--- src/rtl/xcvr_dir_pkg.sv ---
// shared constants and carrier types for the transceiver direction control
package xcvr_dir_pkg;

	// ***********************************
	// register map of the uart port window
	// ***********************************
	// port offset of the mode byte within the eight-byte uart window
	localparam logic [2:0] MODE_SEL_OFFSET = 3'h7;
	// mode byte after reset: four-wire
	localparam logic [7:0] MODE_SEL_RESET = 8'h00;

	// ***********************************
	// control bytes of the four modes
	// ***********************************
	localparam logic [7:0] CODE_FOUR_WIRE = 8'h00;
	localparam logic [7:0] CODE_TWO_ECHO = 8'h01;
	localparam logic [7:0] CODE_TWO_DTR = 8'h02;
	localparam logic [7:0] CODE_TWO_AUTO = 8'h03;

	// decoded transceiver mode
	typedef enum logic [1:0]
	{
		MODE_FOUR_WIRE = 2'h0,
		MODE_TWO_ECHO = 2'h1,
		MODE_TWO_DTR = 2'h2,
		MODE_TWO_AUTO = 2'h3
	} xcvr_mode_e;

	// ***********************************
	// carrier types
	// ***********************************
	// one host access on the uart port window
	typedef struct packed
	{
		logic [2:0] addr;
		logic wr;
		logic rd;
		logic [7:0] wdata;
	} io_req_s;

	// enables toward the line transmitter and receiver, high = enabled
	typedef struct packed
	{
		logic tx_en;
		logic rx_en;
	} line_en_s;

endpackage

--- src/rtl/mode_byte_reg.sv ---
// holding register for the transceiver mode byte
`timescale 1ns/1ps

module mode_byte_reg
	import xcvr_dir_pkg::*;
(
	// clock and reset
	input wire logic mclk,
	input wire logic rst_b,
	// write side
	input wire logic wr_en,
	input wire logic [7:0] wdata,
	// stored byte
	output logic [7:0] byte_q
);

	// ***********************************
	// storage
	// ***********************************
	// reset loads zero, so the port wakes up in four-wire mode
	always_ff @(posedge mclk)
	begin
		if (!rst_b)
		begin
			byte_q <= MODE_SEL_RESET;
		end
		else if (wr_en)
		begin
			// the whole byte is kept so a read returns exactly what was written
			byte_q <= wdata;
		end
	end

endmodule

--- src/rtl/xcvr_dir_ctrl.sv ---
// transceiver direction control beside a uart, mode set through the scratch byte
// Contract
// - four-wire keeps transmitter and receiver always enabled
// - four-wire is the default mode
// - echo mode: transmitter follows dtr unasserted, receiver on
// - dtr mode: receiver on only while dtr asserted
// - auto mode: transmitter follows transmit-ready line
// - auto mode: receiver off while transmitter enabled
// - control bytes 0x00 to 0x03 pick modes
// - mode byte sits at offset 7, per port
// - new mode takes effect right after write
// - dtr and transmit-ready are active low
`timescale 1ns/1ps

module xcvr_dir_ctrl
	import xcvr_dir_pkg::*;
(
	// clock and reset
	input wire logic mclk,
	input wire logic rst_b,
	// host access on the uart port window
	input wire io_req_s io_req,
	output logic [7:0] io_rdata,
	output logic io_rd_valid,
	// modem and transmit state from the uart core, same clock
	input wire logic dtr_b,
	input wire logic uart_transmit_ready_line_b,
	// enables toward the rs-485 line drivers
	output line_en_s line_en,
	// current mode for status or leds
	output xcvr_mode_e mode
);

	// ***********************************
	// functions
	// ***********************************
	// map a written byte onto a mode; unknown bytes fall back to four-wire
	function automatic xcvr_mode_e decode_mode(input logic [7:0] code);
		xcvr_mode_e m;
		m = MODE_FOUR_WIRE;
		unique case (code)
			CODE_FOUR_WIRE: m = MODE_FOUR_WIRE;
			CODE_TWO_ECHO: m = MODE_TWO_ECHO;
			CODE_TWO_DTR: m = MODE_TWO_DTR;
			CODE_TWO_AUTO: m = MODE_TWO_AUTO;
			default: m = MODE_FOUR_WIRE;
		endcase
		return m;
	endfunction

	// derive the enables from mode and the two active-low uart signals
	function automatic line_en_s drive_lines(input xcvr_mode_e m, input logic dtr_in_b,
		input logic rdy_in_b);
		line_en_s e;
		logic dtr_on;
		logic rdy_on;
		dtr_on = ~dtr_in_b;
		rdy_on = ~rdy_in_b;
		e.tx_en = 1'b1;
		e.rx_en = 1'b1;
		unique case (m)
			MODE_FOUR_WIRE:
			begin
				e.tx_en = 1'b1;
				e.rx_en = 1'b1;
			end
			// transmitter only while dtr unasserted, receiver stays on
			MODE_TWO_ECHO:
			begin
				e.tx_en = ~dtr_on;
				e.rx_en = 1'b1;
			end
			// receiver is the complement of the transmitter
			MODE_TWO_DTR:
			begin
				e.tx_en = ~dtr_on;
				e.rx_en = dtr_on;
			end
			MODE_TWO_AUTO:
			begin
				e.tx_en = rdy_on;
				e.rx_en = ~rdy_on;
			end
		endcase
		return e;
	endfunction

	// ***********************************
	// address decode
	// ***********************************
	// access hits the mode byte
	logic sel_mode;
	// write strobe into the holding register
	logic mode_wr;
	// read strobe for the mode byte
	logic mode_rd;
	// stored mode byte
	logic [7:0] mode_byte;

	// only offset 7 of the window belongs to this block
	assign sel_mode = (io_req.addr == MODE_SEL_OFFSET);
	assign mode_wr = sel_mode && io_req.wr;
	assign mode_rd = sel_mode && io_req.rd;

	// ***********************************
	// mode byte storage
	// ***********************************
	// one instance per serial port keeps each port's mode independent
	mode_byte_reg u_mode_byte
	(
		.mclk(mclk),
		.rst_b(rst_b),
		.wr_en(mode_wr),
		.wdata(io_req.wdata),
		.byte_q(mode_byte)
	);

	// the decoded mode follows the stored byte with no extra step
	assign mode = decode_mode(mode_byte);

	// ***********************************
	// line enables
	// ***********************************
	// combinational from the registered mode and the uart signals, so the
	// transmitter opens in the same cycle that transmit-ready goes low;
	// the uart signals are registered in its core, so no glitches reach here
	assign line_en = drive_lines(mode, dtr_b, uart_transmit_ready_line_b);

	// ***********************************
	// read back
	// ***********************************
	// read data is registered and valid one cycle after the strobe
	always_ff @(posedge mclk)
	begin
		if (!rst_b)
		begin
			io_rdata <= MODE_SEL_RESET;
		end
		else if (mode_rd)
		begin
			io_rdata <= mode_byte;
		end
	end

	// valid pulse for the read data
	always_ff @(posedge mclk)
	begin
		if (!rst_b)
		begin
			io_rd_valid <= 1'b0;
		end
		else
		begin
			io_rd_valid <= mode_rd;
		end
	end
endmodule

--- config.mk ---
export PLATFORM = sky130hd
export DESIGN_NAME = xcvr_dir_ctrl
export DESIGN_NICKNAME = d
export VERILOG_FILES = /design/src/rtl/xcvr_dir_pkg.sv /design/src/rtl/mode_byte_reg.sv /design/src/rtl/xcvr_dir_ctrl.sv
export SDC_FILE = /design/constraint.sdc
export NUM_CORES = 1
export LEC_CHECK = 0
export BUFFER_PORTS_ARGS = -buffer_cell sky130_fd_sc_hd__buf_2
export CELL_PAD_IN_SITES_DETAIL_PLACEMENT = 0
export CELL_PAD_IN_SITES_GLOBAL_PLACEMENT = 1
export CORE_MARGIN = 2
export CORE_UTILIZATION = 31
export CTS_CLUSTER_DIAMETER = 60
export CTS_CLUSTER_SIZE = 16
export DETAILED_ROUTE_END_ITERATION = 8
export PLACE_DENSITY = 0.75
export REMOVE_ABC_BUFFERS = 1
export SYNTH_ARGS = -nofsm -noshare
export SYNTH_HDL_FRONTEND = slang
export SYNTH_SLANG_ARGS = --single-unit
--- constraint.sdc ---
create_clock -name mclk -period 1.7 [get_ports mclk]
set_clock_uncertainty 0.15 [all_clocks]
set_input_delay 0.085 -clock mclk [delete_from_list [all_inputs] [get_ports mclk]]
set_output_delay 0.085 -clock mclk [all_outputs]
set_load 0.02 [all_outputs]
==> reports/results.ini <==
[status]
status=finished with violations
violations=setup timing

[die]
die_h_um=50.2
start_util=0.333
die_w_um=50.2
die-area_um2=2520
num_rows=16
core_area_um2=1980
io_pins=30

[clock_tree]
clk_latency_ns=0.28
cts_root_buffer=clkbuf_4
cts_sinks=17
htreeDepth=1
numCtsBuffers=3
tritoncts=built
clk_pin_slew_ns=0.10
clk_path_buf_depth=2

[place]
dp_hpwl_um=966
place_congestion=0.674
placed_area_um2=815
pre_cts_slack_ns=0.180
port_buffers=29

[global_route]
grt_antenna_before_repair=0
grt_max_degree=26
grtUsageTotal=0.125
grt_pass1_wl_um=2380
gr-total-overflow=0
grt_pass1_vias=592

[pwr]
p_comb_frac=0.103
cellPowerDensity_nw_per_um2=729
p_int_uw=532
pwr-share-clk=0.305
pwr-share-seq=0.592
swShare=0.225
finalPower_uw=686
leakage_uw=0.000411
ir_drop_mv=0.337
p_switching_uw=155

[timing]
fmax_mhz=546
setup_ws_ns=-0.130
max-slew-margin-rel=0.608
fin_crit_ns=1.83
hold_viol=0
finalMaxSlewViolations=0
setup_viol=4
tightest_slew_ns=0.586
rsz0062_at_grt=true
fin_crit_sh=1.08

[yosys]
syn_avg_cell_area_um2=8.47
ys_ff_latch=17
ys_warn_count=0
synth_area_um2=661
yosysSeqAreaShare=0.515
syn_inst=78
synth_cell_types=16

[worst_setup_path]
cp_max_fo=4
cp-start-kind=flip-flop
reg2reg_depth=2
cp.arrival_ns=1.60
end_kind=output pin
reg2reg_from=u_mode_byte.byte_q[0]
rr_endpoint=io_rdata[0]
ff2ff_setup_slack_ns=0.84
worstPathRequired_ns=1.46
worst-setup-path-type=reg -> out

[drt]
ant_nets=0
wl_um=1460
drtIter0Drc=5
drcViolationCount=0
viasPerCell=4.68
wl_per_cell_um=10.4
dr_total_vias=655
dr.pass1.iters=3

[min_path]
hold_path_depth=3
hold_path.class=in -> reg
min_from=rst_b
hold_path_end=io_rd_valid

[cells_and_area]
fin_area_um2=941
fillCellCount=204
nets=131
synthToLayoutAreaGrowth_pct=42.4
final_layout_size_suffix_gt1_frac=0.310
n_antenna_cell=0

[flow_run]
drv_cap=0

critical path, cell delays in order, from the launching register on:
cell	delay, ns
dfxtp_2	0.33
or4_4	0.54
nor3_4	0.15
and2_1	0.17
buf_6	0.12
power by group through the flow:
stage / registers (µW) / clock network, µW / logic [µW]
2_1_floorplan: 416 / 0 / 21.3
3_3_place_gp: 416 / 0 / 53.5
3_5_place_dp: 416 / 0 / 54.2
4_1_cts: 406 / 221 / 69.3
5_1_grt: 407 / 240 / 78.9
6_report: 406 / 209 / 70.6
synth_stat cells:
library cell | instances | area (µm²)
and2_1 | 2 | 12.5
and4_1 | 1 | 8.76
buf_2 | 2 | 10.0
clkbuf_1 | 4 | 15.0
dfxtp_1 | 17 | 340
inv_1 | 2 | 7.51
nand2_1 | 8 | 30.0
nand2b_1 | 1 | 6.26
nand3_1 | 17 | 85.1
nand4_1 | 1 | 6.26
nor2_1 | 1 | 3.75
nor3_4 | 1 | 16.3
nor3b_1 | 1 | 7.51
o211a_1 | 1 | 10.0
o21ai_0 | 18 | 90.1
or4_4 | 1 | 11.3
what timing repair did:
item,in CTS,in global routing
pin swaps,1,0
setup buffers,0,0
gates resized for setup,4,4
hold buffers,8,0
endpoints found under the hold margin,8,0
endpoints found under the setup margin,4,4
sequential cells by signal, indices dropped and copies added, names as in the netlist:
register            cells
io_rd_valid             1
io_rdata                8
u_mode_byte.byte_q      8
metrics by stage:
step / hold slack [ns] / utilization / cells / TNS (ns)
after global routing: 0.111 / 0.475 / 140 / -0.872
after detailed placement: 0.155 / 0.411 / 128 / 0
final: 0.0633 / 0.475 / 140 / -0.462
after global placement: 0.155 / 0.411 / 128 / 0
after floorplan: 0.0472 / - / 72 / 0
after CTS: 0.0463 / 0.470 / 140 / -0.544
logic make-up (layout without fill, tap and decap cells):
logic type / count (synthesis) / after routing / share of synthesized area
AO/OA/AOI/OAI: 19 / 19 / 0.152
AND/OR/NAND/NOR: 34 / 34 / 0.284
buffers and inverters: 8 / 43 / 0.0492
flip-flops: 17 / 17 / 0.515
how the worst max path moves through the flow:
stage | from | end | slack [ns] | cells past startpoint
floorplan | u_mode_byte.byte_q[4] | line_en[1] | 0.24 | 3
global placement | u_mode_byte.byte_q[4] | mode[0] | 0.20 | 4
detailed placement | u_mode_byte.byte_q[4] | mode[0] | 0.18 | 4
CTS | u_mode_byte.byte_q[4] | mode[0] | -0.14 | 4
global route | u_mode_byte.byte_q[4] | line_en[0] | -0.23 | 4
finish | u_mode_byte.byte_q[4] | mode[0] | -0.13 | 4
layout by cell type, fill, tap and decap left out:
cell type and instances:
inv_1 2, nand3_1 17, nand4_1 1, o211a_1 1, clkbuf_4 3, dlygate4sd3_1 8
nand2_1 8, or4_4 1, buf_2 26, dfxtp_1 16, clkbuf_1 1, o21ai_0 17
buf_6 3, and4_1 1, nor3b_1 1, nand2b_1 1, o21ai_1 1, nor2_1 1
dfxtp_2 1, nor3_4 1, and2_1 2
layout make-up:
cell class              instances  area [µm²]  area share
multi-input cells              53         288       0.306
flip-flops and latches         17         342       0.363
inverters                       2        7.51     0.00798
well taps                      27        33.8      0.0359
repair buffers                 37         244       0.259
clock buffers                   4        26.3      0.0279
routing by layer:
metal,vias up,wire length [µm],global-route usage
met5,-,0,0
met4,0,0,0.0694
met3,0,101,0.0268
met2,24,675,0.204
met1,286,681,0.152
li1,345,-,-
Note: power is estimated with default switching activity, not from simulation.
